`src/core/motion_cmd_defs.svh`:
```
// Constants for the motion mode command interpreter.
// Assumes inclusion by bare name from the top module and the bench.
`ifndef MOTION_CMD_DEFS_SVH
`define MOTION_CMD_DEFS_SVH
`define OP_TORQUE_IN 8'hDA
`define OP_VEL_IN 8'hD9
`define OP_PROG_VEL 8'h9F
`define OP_REG_ABS_TIME 8'hEC
`define OP_REG_ABS_VEL 8'hEA
`define WORDS_SHORT 4'h4
`define WORDS_PROG_VEL 4'h7
`define INMODE_REG_FIRST 16'h000C
`define INMODE_REG_LAST 16'h0012
`define FETCH_COUNT 2'h3
`define FETCH_LAST 2'h2
`define FILT_ONE 17'h08000
`define FILT_K_MAX 16'h7FFF
`define FILT_SHIFT 15
`define FILT_UPDATE_US 120
`define CLK_MHZ 200
`define TICK_CYC (`FILT_UPDATE_US * `CLK_MHZ)
`endif

```
`src/core/motion_cmd_pkg.sv`:
```
// Types shared by the motion mode command interpreter and its bench.
// Assumes motion_cmd_defs.svh holds the numeric constants.
package motion_cmd_pkg;
    // Active mode; one-hot codes
    typedef enum logic [5:0] {
        ST_IDLE = 6'h01,
        ST_TORQUE = 6'h02,
        ST_VELIN = 6'h04,
        ST_VRAMP = 6'h08,
        ST_FETCH = 6'h10,
        ST_MOVE = 6'h20
    } mode_t;
    typedef enum logic [1:0] {
        RSP_ACK = 2'h0,
        RSP_NAK_BUSY = 2'h1,
        RSP_NAK_BAD = 2'h2
    } rsp_t;
    // One framed command; w[0] is the first word after the opcode
    typedef struct packed {
        logic [7:0] opcode;
        logic [3:0] words;
        logic [5:0][15:0] w;
    } cmd_t;
    typedef struct packed {
        logic time_based;
        logic [31:0] pos;
        logic [31:0] p1;
        logic [31:0] p2;
        logic [15:0] stop_en;
        logic [15:0] stop_st;
    } move_t;
endpackage : motion_cmd_pkg

```
`src/core/servo_motion_mode_commands.sv`:
```
// Interpreter for the input modes, program velocity and register moves.
// Assumes a user register read port with one cycle of latency and an
// external profile engine that runs absolute moves and reports done.
// Function
// - Torque command enters torque mode using registers 12-18
// - Velocity input command enters velocity mode, registers 12-18
// - Velocity input: opcode 217, four words, filter/stop
// - Filter constant sets first-order filter, 120us update
// - Program velocity ramps to velocity at acceleration
// - In program, motion completes when velocity reaches zero
// - Stop condition met: ramp to zero, end motion
// - Serial command while busy gets busy NAK
// - Multi-tasking: replace motion at once, zero stops
// - Program velocity: opcode 159, seven words
// - Register moves fetch position and two parameters N..N+2
// - Register time move, opcode 236, like time move
// - Register velocity move, opcode 234, like velocity move
`timescale 1ns/10ps
`include "motion_cmd_defs.svh"
module servo_motion_mode_commands #(
    parameter int TICK_CYCLES = `TICK_CYC,
    parameter int IW = 16
) (
    // Clock and reset
    input wire logic CLK,
    input wire logic RST_N,
    // Command port
    input wire logic CMD_VALID,
    input wire motion_cmd_pkg::cmd_t CMD,
    input wire logic CMD_FROM_PROG,
    input wire logic PROG_RUNNING,
    input wire logic MULTI_TASK,
    // Response
    output logic RSP_VALID,
    output motion_cmd_pkg::rsp_t RSP_CODE,
    // Input pins for stop conditions
    input wire logic [IW-1:0] IN_PINS,
    // User register read port
    output logic REG_RD_EN,
    output logic [15:0] REG_RD_IDX,
    input wire logic [31:0] REG_RD_DATA,
    // Mode outputs
    output motion_cmd_pkg::mode_t MODE,
    output logic [15:0] FILTER_K,
    output logic [31:0] FILT_OUT,
    output logic [15:0] INMODE_IDX,
    output logic [31:0] INMODE_DATA,
    output logic [31:0] VEL_CMD,
    // Profile engine
    output logic MOVE_START,
    output motion_cmd_pkg::move_t MOVE,
    output logic MOVE_STOP,
    input wire logic MOVE_DONE
);
    import motion_cmd_pkg::*;

    mode_t state_q;
    logic [IW-1:0] in_s1_q, in_s2_q;
    logic [15:0] stop_en_q, stop_st_q;
    logic rsp_valid_q;
    rsp_t rsp_code_q;
    logic rd_en_q, cap_q;
    logic [15:0] rd_idx_q, cap_idx_q, base_q;
    logic [1:0] fcnt_q;
    logic [31:0] par0_q, par1_q;
    logic time_q;
    logic [15:0] k_q;
    logic signed [31:0] x_q, y_q, vel_q, tgt_q;
    logic [31:0] acc_q;
    logic stopping_q;
    logic [31:0] tick_cnt_q;
    logic tick;
    logic move_start_q, move_stop_q;
    move_t move_q;
    logic known, wc_ok, busy_rej, accept, stop_hit, ramp_end, fetch_last;
    logic signed [32:0] diff;
    logic signed [33:0] err;
    logic signed [51:0] prod;
    logic [16:0] gain;

    // Pins are asynchronous to CLK
    always_ff @(posedge CLK or negedge RST_N) begin
        if (!RST_N) begin
            in_s1_q <= '0;
            in_s2_q <= '0;
        end else begin
            in_s1_q <= IN_PINS;
            in_s2_q <= in_s1_q;
        end
    end

    // An all-zero enable mask never ends a mode
    assign stop_hit = (stop_en_q != 16'h0000) &&
        ((in_s2_q[15:0] & stop_en_q) == (stop_st_q & stop_en_q));

    always_comb begin
        known = 1'b1;
        wc_ok = (CMD.words == `WORDS_SHORT);
        if (CMD.opcode == `OP_PROG_VEL) begin
            wc_ok = (CMD.words == `WORDS_PROG_VEL);
        end else if (CMD.opcode == `OP_VEL_IN) begin
            wc_ok = (CMD.words == `WORDS_SHORT);
        end else if (CMD.opcode != `OP_TORQUE_IN &&
                     CMD.opcode != `OP_REG_ABS_TIME &&
                     CMD.opcode != `OP_REG_ABS_VEL) begin
            known = 1'b0;
        end
    end

    // Only a program task with multi-tasking may take over motion
    assign busy_rej = (state_q != ST_IDLE) ? !(CMD_FROM_PROG && MULTI_TASK)
        : (!CMD_FROM_PROG && PROG_RUNNING);
    assign accept = CMD_VALID && known && wc_ok && !busy_rej;

    always_ff @(posedge CLK or negedge RST_N) begin
        if (!RST_N) begin
            rsp_valid_q <= 1'b0;
            rsp_code_q <= RSP_ACK;
        end else begin
            rsp_valid_q <= CMD_VALID;
            // Code holds between commands so a late reader still sees it
            if (!CMD_VALID) begin
                rsp_code_q <= rsp_code_q;
            end else if (!known || !wc_ok) begin
                rsp_code_q <= RSP_NAK_BAD;
            end else if (busy_rej) begin
                rsp_code_q <= RSP_NAK_BUSY;
            end else begin
                rsp_code_q <= RSP_ACK;
            end
        end
    end

    always_ff @(posedge CLK or negedge RST_N) begin
        if (!RST_N) begin
            tick_cnt_q <= '0;
        end else if (tick) begin
            tick_cnt_q <= '0;
        end else begin
            tick_cnt_q <= tick_cnt_q + 32'h1;
        end
    end
    assign tick = (tick_cnt_q == 32'(TICK_CYCLES - 1));

    assign ramp_end = (vel_q == 32'sh0) && (stopping_q || tgt_q == 32'sh0);
    assign fetch_last = cap_q && (state_q == ST_FETCH) &&
        (cap_idx_q == base_q + 16'(`FETCH_LAST));

    always_ff @(posedge CLK or negedge RST_N) begin
        if (!RST_N) begin
            state_q <= ST_IDLE;
        end else if (accept) begin
            case (CMD.opcode)
                `OP_TORQUE_IN: state_q <= ST_TORQUE;
                `OP_VEL_IN: state_q <= ST_VELIN;
                `OP_PROG_VEL: state_q <= ST_VRAMP;
                default: state_q <= ST_FETCH;
            endcase
        end else begin
            case (state_q)
                ST_TORQUE, ST_VELIN: begin
                    if (stop_hit) begin
                        state_q <= ST_IDLE;
                    end
                end
                ST_VRAMP: begin
                    if (ramp_end) begin
                        state_q <= ST_IDLE;
                    end
                end
                ST_FETCH: begin
                    if (fetch_last) begin
                        state_q <= ST_MOVE;
                    end
                end
                ST_MOVE: begin
                    if (MOVE_DONE) begin
                        state_q <= ST_IDLE;
                    end
                end
                default: state_q <= ST_IDLE;
            endcase
        end
    end

    // Command parameters captured on acceptance
    always_ff @(posedge CLK or negedge RST_N) begin
        if (!RST_N) begin
            stop_en_q <= '0;
            stop_st_q <= '0;
            k_q <= '0;
            acc_q <= '0;
            tgt_q <= '0;
            base_q <= '0;
            time_q <= 1'b0;
        end else if (accept) begin
            if (CMD.opcode == `OP_PROG_VEL) begin
                acc_q <= {CMD.w[0], CMD.w[1]};
                tgt_q <= {CMD.w[2], CMD.w[3]};
                stop_en_q <= CMD.w[4];
                stop_st_q <= CMD.w[5];
            end else begin
                stop_en_q <= CMD.w[1];
                stop_st_q <= CMD.w[2];
            end
            if (CMD.opcode == `OP_TORQUE_IN || CMD.opcode == `OP_VEL_IN) begin
                // Negative constants clamp to zero, i.e. no smoothing
                k_q <= CMD.w[0][15] ? 16'h0000 : CMD.w[0];
            end
            base_q <= CMD.w[0];
            time_q <= (CMD.opcode == `OP_REG_ABS_TIME);
        end
    end

    // Shared read port: scan 12..18 in input modes, fetch N..N+2 for moves
    always_ff @(posedge CLK or negedge RST_N) begin
        if (!RST_N) begin
            rd_en_q <= 1'b0;
            rd_idx_q <= '0;
            fcnt_q <= '0;
            cap_q <= 1'b0;
            cap_idx_q <= '0;
        end else begin
            cap_q <= rd_en_q;
            cap_idx_q <= rd_idx_q;
            if (accept) begin
                rd_en_q <= 1'b0;
                fcnt_q <= '0;
                rd_idx_q <= `INMODE_REG_FIRST;
            end else if (state_q == ST_TORQUE || state_q == ST_VELIN) begin
                rd_en_q <= 1'b1;
                if (!rd_en_q || rd_idx_q >= `INMODE_REG_LAST) begin
                    rd_idx_q <= `INMODE_REG_FIRST;
                end else begin
                    rd_idx_q <= rd_idx_q + 16'h1;
                end
            end else if (state_q == ST_FETCH && fcnt_q < `FETCH_COUNT) begin
                rd_en_q <= 1'b1;
                rd_idx_q <= base_q + 16'(fcnt_q);
                fcnt_q <= fcnt_q + 2'h1;
            end else begin
                rd_en_q <= 1'b0;
            end
        end
    end

    always_ff @(posedge CLK or negedge RST_N) begin
        if (!RST_N) begin
            par0_q <= '0;
            par1_q <= '0;
            x_q <= '0;
            INMODE_IDX <= '0;
            INMODE_DATA <= '0;
        end else if (cap_q) begin
            if (state_q == ST_FETCH) begin
                if (cap_idx_q == base_q) begin
                    par0_q <= REG_RD_DATA;
                end else if (cap_idx_q == base_q + 16'h1) begin
                    par1_q <= REG_RD_DATA;
                end
            end else begin
                INMODE_IDX <= cap_idx_q;
                INMODE_DATA <= REG_RD_DATA;
                if (cap_idx_q == `INMODE_REG_FIRST) begin
                    x_q <= REG_RD_DATA;
                end
            end
        end
    end

    // y += (x - y) * (1 - k/32768) once per update interval
    assign gain = `FILT_ONE - {1'b0, k_q};
    assign err = 34'(x_q) - 34'(y_q);
    assign prod = 52'(err) * $signed({35'h0, gain});
    always_ff @(posedge CLK or negedge RST_N) begin
        if (!RST_N) begin
            y_q <= '0;
        end else if (accept) begin
            y_q <= '0;
        end else if (tick && (state_q == ST_TORQUE || state_q == ST_VELIN)) begin
            y_q <= y_q + prod[`FILT_SHIFT +: 32];
        end
    end

    assign diff = 33'(stopping_q ? 32'sh0 : tgt_q) - 33'(vel_q);
    always_ff @(posedge CLK or negedge RST_N) begin
        if (!RST_N) begin
            vel_q <= '0;
            stopping_q <= 1'b0;
        end else if (state_q != ST_VRAMP) begin
            // A takeover from another mode ramps from rest; the move engine holds its own speed
            vel_q <= '0;
            stopping_q <= 1'b0;
        end else if (accept) begin
            stopping_q <= 1'b0;
        end else begin
            if (stop_hit && tgt_q != 32'sh0) begin
                stopping_q <= 1'b1;
            end
            if (tick) begin
                if (diff > $signed({1'b0, acc_q})) begin
                    vel_q <= vel_q + $signed(acc_q);
                end else if (diff < -$signed({1'b0, acc_q})) begin
                    vel_q <= vel_q - $signed(acc_q);
                end else begin
                    vel_q <= vel_q + diff[31:0];
                end
            end
        end
    end

    always_ff @(posedge CLK or negedge RST_N) begin
        if (!RST_N) begin
            move_start_q <= 1'b0;
            move_stop_q <= 1'b0;
            move_q <= '0;
        end else begin
            move_start_q <= fetch_last;
            if (fetch_last) begin
                move_q <= '{time_q, par0_q, par1_q, REG_RD_DATA,
                    stop_en_q, stop_st_q};
            end
            // A takeover or a met stop condition abandons the move
            move_stop_q <= (state_q == ST_MOVE) && !MOVE_DONE &&
                (stop_hit || accept || move_stop_q);
        end
    end

    assign RSP_VALID = rsp_valid_q;
    assign RSP_CODE = rsp_code_q;
    assign REG_RD_EN = rd_en_q;
    assign REG_RD_IDX = rd_idx_q;
    assign MODE = state_q;
    assign FILTER_K = k_q;
    assign FILT_OUT = y_q;
    assign VEL_CMD = vel_q;
    assign MOVE_START = move_start_q;
    assign MOVE = move_q;
    assign MOVE_STOP = move_stop_q;

    AST_ACK: assert property (@(posedge CLK) disable iff (!RST_N)
        accept |=> RSP_VALID && RSP_CODE == RSP_ACK)
        else $error("accepted command not acknowledged");
    AST_BUSY: assert property (@(posedge CLK) disable iff (!RST_N)
        CMD_VALID && known && wc_ok && !CMD_FROM_PROG && PROG_RUNNING
        |=> RSP_CODE == RSP_NAK_BUSY && $stable(MODE))
        else $error("serial command during program not refused");
    AST_TORQUE: assert property (@(posedge CLK) disable iff (!RST_N)
        accept && CMD.opcode == `OP_TORQUE_IN |=> MODE == ST_TORQUE
        ##1 REG_RD_EN && REG_RD_IDX == `INMODE_REG_FIRST)
        else $error("torque mode did not start scanning");
    AST_SCAN: assert property (@(posedge CLK) disable iff (!RST_N)
        MODE == ST_VELIN && REG_RD_EN |-> REG_RD_IDX >= `INMODE_REG_FIRST
        && REG_RD_IDX <= `INMODE_REG_LAST)
        else $error("input mode read outside 12..18");
    AST_WORDS: assert property (@(posedge CLK) disable iff (!RST_N)
        CMD_VALID && CMD.opcode == `OP_VEL_IN && CMD.words != `WORDS_SHORT
        |=> RSP_CODE == RSP_NAK_BAD)
        else $error("bad word count accepted");
    AST_FILTK: assert property (@(posedge CLK) disable iff (!RST_N)
        FILTER_K <= `FILT_K_MAX)
        else $error("filter constant out of range");
    AST_RAMP: assert property (@(posedge CLK) disable iff (!RST_N)
        MODE == ST_VRAMP && tick && !accept |=>
        (VEL_CMD - $past(VEL_CMD) <= $past(acc_q)) ||
        ($past(VEL_CMD) - VEL_CMD <= $past(acc_q)))
        else $error("velocity step exceeds acceleration");
    AST_END: assert property (@(posedge CLK) disable iff (!RST_N)
        MODE == ST_VRAMP && ramp_end && !accept |=> MODE == ST_IDLE)
        else $error("ramp did not end at zero velocity");
    AST_STOP: assert property (@(posedge CLK) disable iff (!RST_N)
        MODE == ST_VRAMP && stop_hit && tgt_q != 32'sh0 && !accept
        |=> stopping_q)
        else $error("stop condition ignored in velocity ramp");
    AST_TAKE: assert property (@(posedge CLK) disable iff (!RST_N)
        accept && MODE == ST_MOVE && !MOVE_DONE && CMD.opcode == `OP_PROG_VEL
        |=> MOVE_STOP && MODE == ST_VRAMP)
        else $error("takeover did not abandon move");
    AST_FETCH: assert property (@(posedge CLK) disable iff (!RST_N)
        accept && CMD.opcode == `OP_REG_ABS_TIME |-> ##6 MOVE_START
        && MOVE.time_based)
        else $error("register time move not started");
    AST_MASK: assert property (@(posedge CLK) disable iff (!RST_N)
        MODE == ST_TORQUE && stop_hit && !accept |=> MODE == ST_IDLE)
        else $error("input mode not ended by stop match");
endmodule : servo_motion_mode_commands

```
`config.mk`:
```
export PLATFORM = sky130hd
export DESIGN_NAME = servo_motion_mode_commands
export DESIGN_NICKNAME = d
export VERILOG_FILES = /design/src/core/motion_cmd_pkg.sv /design/src/core/servo_motion_mode_commands.sv
export VERILOG_INCLUDE_DIRS = /design/src /design/src/core
export SDC_FILE = /design/constraint.sdc
export NUM_CORES = 2
export LEC_CHECK = 0
export BUFFER_PORTS_ARGS = -buffer_cell sky130_fd_sc_hd__buf_4
export CAP_MARGIN = 20
export CELL_PAD_IN_SITES_DETAIL_PLACEMENT = 1
export CELL_PAD_IN_SITES_GLOBAL_PLACEMENT = 2
export CORE_MARGIN = 4
export CORE_UTILIZATION = 42
export CTS_BUF_LIST = sky130_fd_sc_hd__clkbuf_8
export CTS_CLUSTER_DIAMETER = 150
export CTS_CLUSTER_SIZE = 20
export DETAILED_ROUTE_END_ITERATION = 7
export PLACE_DENSITY = 0.95
export SKIP_CTS_REPAIR_TIMING = 1
export SLEW_MARGIN = 20
export SYNTH_ARGS = -nofsm -noshare
export SYNTH_HDL_FRONTEND = slang
export SYNTH_SLANG_ARGS = --single-unit
```
`constraint.sdc`:
```
create_clock -name CLK -period 27 [get_ports CLK]
set_clock_uncertainty 0.2 [all_clocks]
set_input_delay 0 -clock CLK [delete_from_list [all_inputs] [get_ports CLK]]
set_output_delay 0 -clock CLK [all_outputs]
set_load 0.03 [all_outputs]
```
Yosys cells after proc, flatten, opt, wreduce, memory -nomap -nowiden

Index checks and enable logic that the tools add are counted.

Bits in registers: 578
Bits of input ports: 163
Output and inout port bits: 285
Word-level logic and storage cells: 173

$add $sub $neg: 14
$mul: 1
Magnitude comparators: 4
Equal/unequal tests: 28
Multiplexer cells: 39
Bitwise operators: 4
Reductions and logical operators: 49

Operator list:

| cell                                                | count |
|---|---|
| 2-to-1 mux 32 bit                                   | 8 |
| adder 32 bit                                        | 3 |
| 2-to-1 mux 16 bit                                   | 6 |
| == test 16 bit                                      | 4 |
| logical NOT 32 bit                                  | 2 |
| multiplier 33 x 18 -> 47 bit                        | 1 |
| > comparator 33 bit                                 | 1 |
| < comparator 33 bit                                 | 1 |
| 2-to-1 mux 33 bit                                   | 1 |
| negation 32 -> 33 bit                               | 1 |
| subtractor 32 x 32 -> 33 bit                        | 1 |
| subtractor 33 x 32 -> 33 bit                        | 1 |
| adder 16 x 1 -> 16 bit (second input constant)      | 2 |
| adder 32 x 1 -> 32 bit (second input constant)      | 1 |
| AND 16 bit                                          | 2 |
| == test 32 x 15 -> 1 bit (second input constant)    | 1 |
| == test 8 bit (second input constant)               | 4 |
| nonzero test 32 bit                                 | 1 |
| subtractor 32 bit                                   | 1 |
| 2-to-1 mux 6 bit                                    | 5 |
| inequality test 8 bit (second input constant)       | 3 |
| case mux 6 bit (4 select lines)                     | 1 |
| subtractor 16 x 16 -> 17 bit (first input constant) | 1 |
| adder 16 x 2 -> 16 bit                              | 1 |
| 31 further kinds                                    | 86 |

Depth between registers and ports, before layout

Depth in word-level cells: 12
Depth in mapped cells: 49
Depth with buffers taken out: 48

Worst setup path before layout

No wires, ideal clock.

Path kind: register to register
Start point: register y_q[2] (netlist: FILT_OUT[2])
End point: register y_q[31] (netlist: FILT_OUT[31])
Setup time: 0.129 ns
Arrival time: 10.528 ns
Data required time: 26.671 ns
Path slack: 16.143 ns
Stages on the path, launching flop included: 46
Path buffers: 0
Clock period less this slack: 10.857 ns
Cell sequence: dfrtp_1 > inv_1 > ha_1 > nor2b_1 > o31a_1 > o21ai_1 > a21boi_1 > a31o_2 > a21oi_1 > nor2_1 > nor2_1 > o21bai_1 > a21oi_1 > xor2_1 > nor2_1 > fa_1 > inv_1 > fa_1 > [... 10 more ...] > a221oi_1 > o22ai_1 > o21ai_0 > a21boi_0 > o21ai_0 > or2_2 > nand3b_1 > a21o_1 > xor2_1 > ha_1 > nand3_1 > o31a_1 > o31ai_1 > o41ai_1 > xnor2_1 > xnor2_1 > xnor2_1 > o21ai_1

Longest elaborated chain between the ends: 5

RTL lines:

| what                         | RTL line                          | source |
|---|---|---|
| start: declaration           | servo_motion_mode_commands.sv:68  | `logic signed [31:0] x_q, y_q, vel_q, tgt_q;` |
| start signal: assignment     | servo_motion_mode_commands.sv:281 | `` y_q <= y_q + prod[`FILT_SHIFT +: 32]; `` |
| subtractor 32 x 32 -> 33 bit | servo_motion_mode_commands.sv:273 | `assign err = 34'(x_q) - 34'(y_q);` |
| multiplier 33 x 18 -> 47 bit | servo_motion_mode_commands.sv:274 | `assign prod = 52'(err) * $signed({35'h0, gain});` |
| adder 32 bit *               | servo_motion_mode_commands.sv:281 |  |
| 2-to-1 mux 32 bit *          | servo_motion_mode_commands.sv:280 | `end else if (tick && (state_q == ST_TORQUE \|\| state_q == ST_VELIN)) begin` |
| 2-to-1 mux 32 bit *          | servo_motion_mode_commands.sv:278 | `end else if (accept) begin` |

Every way passes the cells marked *; elsewhere a longest branch is shown, timed or not. The select of a mux whose other input is x is not followed.
A chain may end at the register's enable or synchronous reset.

Worst setup path in the final report

Same ends and word-level chain as after synthesis.

==> results.md <==
Floorplanning:
- The floorplan has 128 rows.
- The die outline height is 360 µm.
- Measured along the x axis, the die boundary spans 360 µm.
- The total I/O pin count is 448.
- The initial utilization of the core area, before any placement, comes to 0.425.
- The overall die area is 130000 µm².
- The floorplan step defined a core boundary enclosing 123000 µm².

Finish:
- The final cell area excluding filler cells is 61500 µm².
- After the flow finishes, the layout carries non-filler instances totaling 8157.
- The net count of the finished layout is 7521.
- The total area of multi-input combinational cells is 34100 µm².
- The filler cells instantiated in the layout total 14265.
- Leaving out fill and tap cells, the most frequent cell in the layout is sky130_fd_sc_hd__nand2_1.
- Registers take 14400 µm².
- In the final layout, the share of cells above drive strength 1 is 0.128.
- For this run, the share of the core covered by cells in the final layout is 0.502.
- Compared with the post-synthesis result, the final layout area differs by 18.0%.
- Leaving out fill and tap cells, the most frequent cells in the layout are sky130_fd_sc_hd__nand2_1 (904), sky130_fd_sc_hd__inv_1 (813), sky130_fd_sc_hd__dfrtp_1 (576), sky130_fd_sc_hd__buf_4 (528), sky130_fd_sc_hd__nor2_1 (491).

STA:
- On the final layout, the worst hold slack is -0.0211 ns.
- The clock period minus worst slack is 12.98 ns.
- Of the available clock period, the critical path in the final layout requires 0.481.
- The max-slew violation total from the final report is 0.
- In the post-route analysis, the smallest setup slack over all paths is 14.02 ns.
- Setup violations remaining at the end of the flow were counted as 0.
- Setup repair after global routing left no endpoint under its margin.
- The relative slew slack is 0.189.
- The actual slew at the worst max-slew pin is 1.22 ns.
- The total count of hold-check failures in the final report is 2.
- The accumulated negative setup slack is 0 ns.
- The maximum clock rate is 0.0770 GHz.

Routing:
- The count of nets left with antenna violations once routing finished came out at 0.
- For this run, design rule violations remaining after detail routing come to 0.
- Using the TritonRoute via totals, the vias-per-cell ratio works out to 5.75.
- The detailed-route wire length is 214000 µm.
- The first detailed-routing pass took 5 iterations.
- The first routing iteration left 3627 violations.
- In the final routed layout, each cell accounts on average for 26.2 µm.
- The overall via count from detail_route is 46871.

Clock tree:
- The clock latency on the worst-skew pair is 0.78 ns.
- The clock tree root buffer cell is sky130_fd_sc_hd__clkbuf_8.
- The H-tree was split into 2 levels.
- The CTS tree is built.
- The register clock-pin slew on the reported worst setup and hold paths is 0.15 ns.
- The largest buffer count on any clock path is 3.
- The clock net in this run drives a total of 577 sinks.
- Clock tree synthesis inserted a total of 35 buffers.

Yosys:
- The count of distinct cell types in the synthesized netlist is 91.
- The most used flip-flop cell after synthesis is sky130_fd_sc_hd__dfrtp_1.
- Of all flip-flops after synthesis, the portion carrying an async set or reset was 1.00.
- The share of synthesized area spent on multiplexers is 0.0509.
- The synthesized netlist occupies a cell area of 52100 µm².
- The synthesized area divided by synthesized cell count is 8.97 µm².
- The area fraction in compound gates after synthesis was 0.107.
- Of the total synthesized cell area, the portion taken by XOR and XNOR cells is 0.0563.
- For this run, the register share of the synthesized area comes to 0.277.
- Yosys attributes the largest share of cell area to sky130_fd_sc_hd__dfrtp_1 (28%), sky130_fd_sc_hd__fa_1 (19%), sky130_fd_sc_hd__ha_1 (8.8%).
- After synthesis, the largest family of logic cells by area is adder cells.
- The number of nets handed over by synthesis was 6823.
- Of the total synthesized cell area, the portion taken by full adders, half adders and majority gates is 0.274.
- Of the post-synthesis cell area, the dominant cell type holds 0.277.
- The library cell with the largest summed area after synthesis is sky130_fd_sc_hd__dfrtp_1.
- The number of enable flip-flop cells after synthesis is 0.
- The post-synthesis register bit count is 577.
- The gate count of the mapped netlist is 5809.
- The Yosys step of the flow raised 0 warnings.
- Of the total synthesized cell area, the portion taken by AND, OR, NAND and NOR gates is 0.161.

Worst setup path:
- The most common cell type on the critical path is sky130_fd_sc_hd__fa_1.
- By startpoint and endpoint, the worst setup path is classified as reg -> reg.
- STA classifies the critical path startpoint as a flop.
- Data on the critical path arrives at its endpoint at 13.38 ns.
- The required time of the critical path is 27.39 ns.
- In this run the worst path has a maximum fanout of 10.
- The type of element capturing the critical path is a flop.
- The flop-to-flop setup slack is 14.02 ns.
- The delay contributed by the slowest stage of the critical path is 0.81 ns.
- Measured in cells, the most critical reg-to-reg path has a length of 45.
- The destination of the worst register-to-register timing path is FILT_OUT[31].
- The launching point of the worst reg2reg path is FILT_OUT[2].
- The slowest stage of the critical path belongs to the cell sky130_fd_sc_hd__xor2_1.

Flow run:
- The max-capacitance violation count is 0.

Power:
- Summed over all cells, the static leakage comes to 30.9 nW.
- The overall power consumption is 1.47 mW.
- Dividing total power by cell area gives a power density of 23.9 nW/µm².
- The maximum vdd ir drop is 0.0385 mV.

Placement:
- Routability-driven placement finished with a final weighted congestion of 0.957.
- The count of input and output buffers is 446.
- The post-placement cell count is 7769.
- The post-place instance area is 57600 µm².
- Before CTS, the worst setup slack after placement is 14.05 ns.
- The estimated wirelength of the detail-placed design is 155000 µm.

Global routing:
- The pin count of the biggest net entering global routing is 172.
- The initial antenna violation count was 23.
- The remaining global-route overflow is 0.
- The first global-routing pass estimated 294000 µm of wire.
- Across every metal layer, demand over resource in global routing totals 0.294.
- The via count of the first global-routing pass is 48089.

Hold path:
- The path with the worst hold slack has its endpoint at stop_st_q[4].
- The startpoint identified for the worst hold timing path is CMD[84].
- The worst hold path class is in -> reg.
- The worst hold path was traced through 4 stages.

Run status:
- The final reports fail on negative hold slack.
- The run finished, with violations left.
==> area by class of cell <==
type	count	share of cell area
Antenna cell	15	0.000610
Clock buffer	35	0.00783
Clock inverter	12	0.00175
Inverter	809	0.0494
Multi-Input combinational cell	4227	0.554
Sequential cell	577	0.235
Tap cell	1625	0.0331
Timing Repair Buffer	857	0.119
==> logic make-up after synthesis <==
logic type	count (synthesis)
adder cells (fa/ha/maj)	851
buffers and inverters	1005
flip-flops	577
AND/OR/NAND/NOR	1918
XOR/XNOR	331
other	1
multiplexers	241
AO/OA/AOI/OAI	885
==> Yosys cell counts, drive strengths merged (28+ instances only) <==
cell type  count
a211oi        44
a21o          92
a21oi        262
and3          28
buf           29
clkbuf       167
dfrtp        576
fa           483
ha           368
inv          808
mux2         194
mux2i         47
nand2        906
nand2b        79
nand3         62
nand4         38
nor2         493
nor2b         76
nor3          80
nor4          53
o21a          38
o21ai        232
xnor2        208
xor2         123
==> sequential cells by signal, summed over array words and instances (netlist names), 16 cells and up <==
name	cells
base_q	16
stop_en_q	16
FILT_OUT	32
par1_q	32
cap_idx_q	16
REG_RD_IDX	16
par0_q	32
acc_q	32
MOVE	129
INMODE_DATA	32
x_q	32
INMODE_IDX	16
in_s1_q	16
VEL_CMD	32
tick_cnt_q	32
in_s2_q	16
tgt_q	32
stop_st_q	16
==> per-layer routing <==
| layer | global-route usage | wire length [µm] | vias up |
|---|---|---|---|
| met2 | 0.489 | 102000 | 1876 |
| met1 | 0.375 | 83100 | 24196 |
| met3 | 0.0536 | 15300 | 618 |
| met4 | 0.131 | 13200 | 4 |
| li1 | - | - | 20177 |
| met5 | 0 | 23 | - |
==> critical path: cells and delay by family (launching register included) <==
kind,cells,cell delay (ns)
XOR/XNOR,5,1.48
flip-flops,1,0.44
AND/OR/NAND/NOR,8,1.35
AO/OA/AOI/OAI,18,4.92
buffers and inverters,5,0.30
adder cells (fa/ha/maj),9,4.14
==> power by group <==
part / internal [mW] / leakage [nW] / total, mW / switching (mW)
combinational: 0.0598 / 23.1 / 0.133 / 0.0728
clock: 0.134 / 0.317 / 0.458 / 0.325
sequential: 0.871 / 7.44 / 0.881 / 0.00919
total: 1.07 / 30.9 / 1.47 / 0.407
==> worst max path at each step <==
stage,endpoint,slack [ns],from,depth (start not counted)
floorplan,FILT_OUT[31],16.14,FILT_OUT[2],45
global placement,FILT_OUT[30],14.59,FILTER_K[0],40
detailed placement,FILT_OUT[31],14.05,FILT_OUT[2],45
CTS,FILT_OUT[31],13.95,FILT_OUT[2],45
global route,FILT_OUT[31],13.11,FILT_OUT[2],45
finish,FILT_OUT[31],14.02,FILT_OUT[2],45
Power figures use the tool's default switching activity.
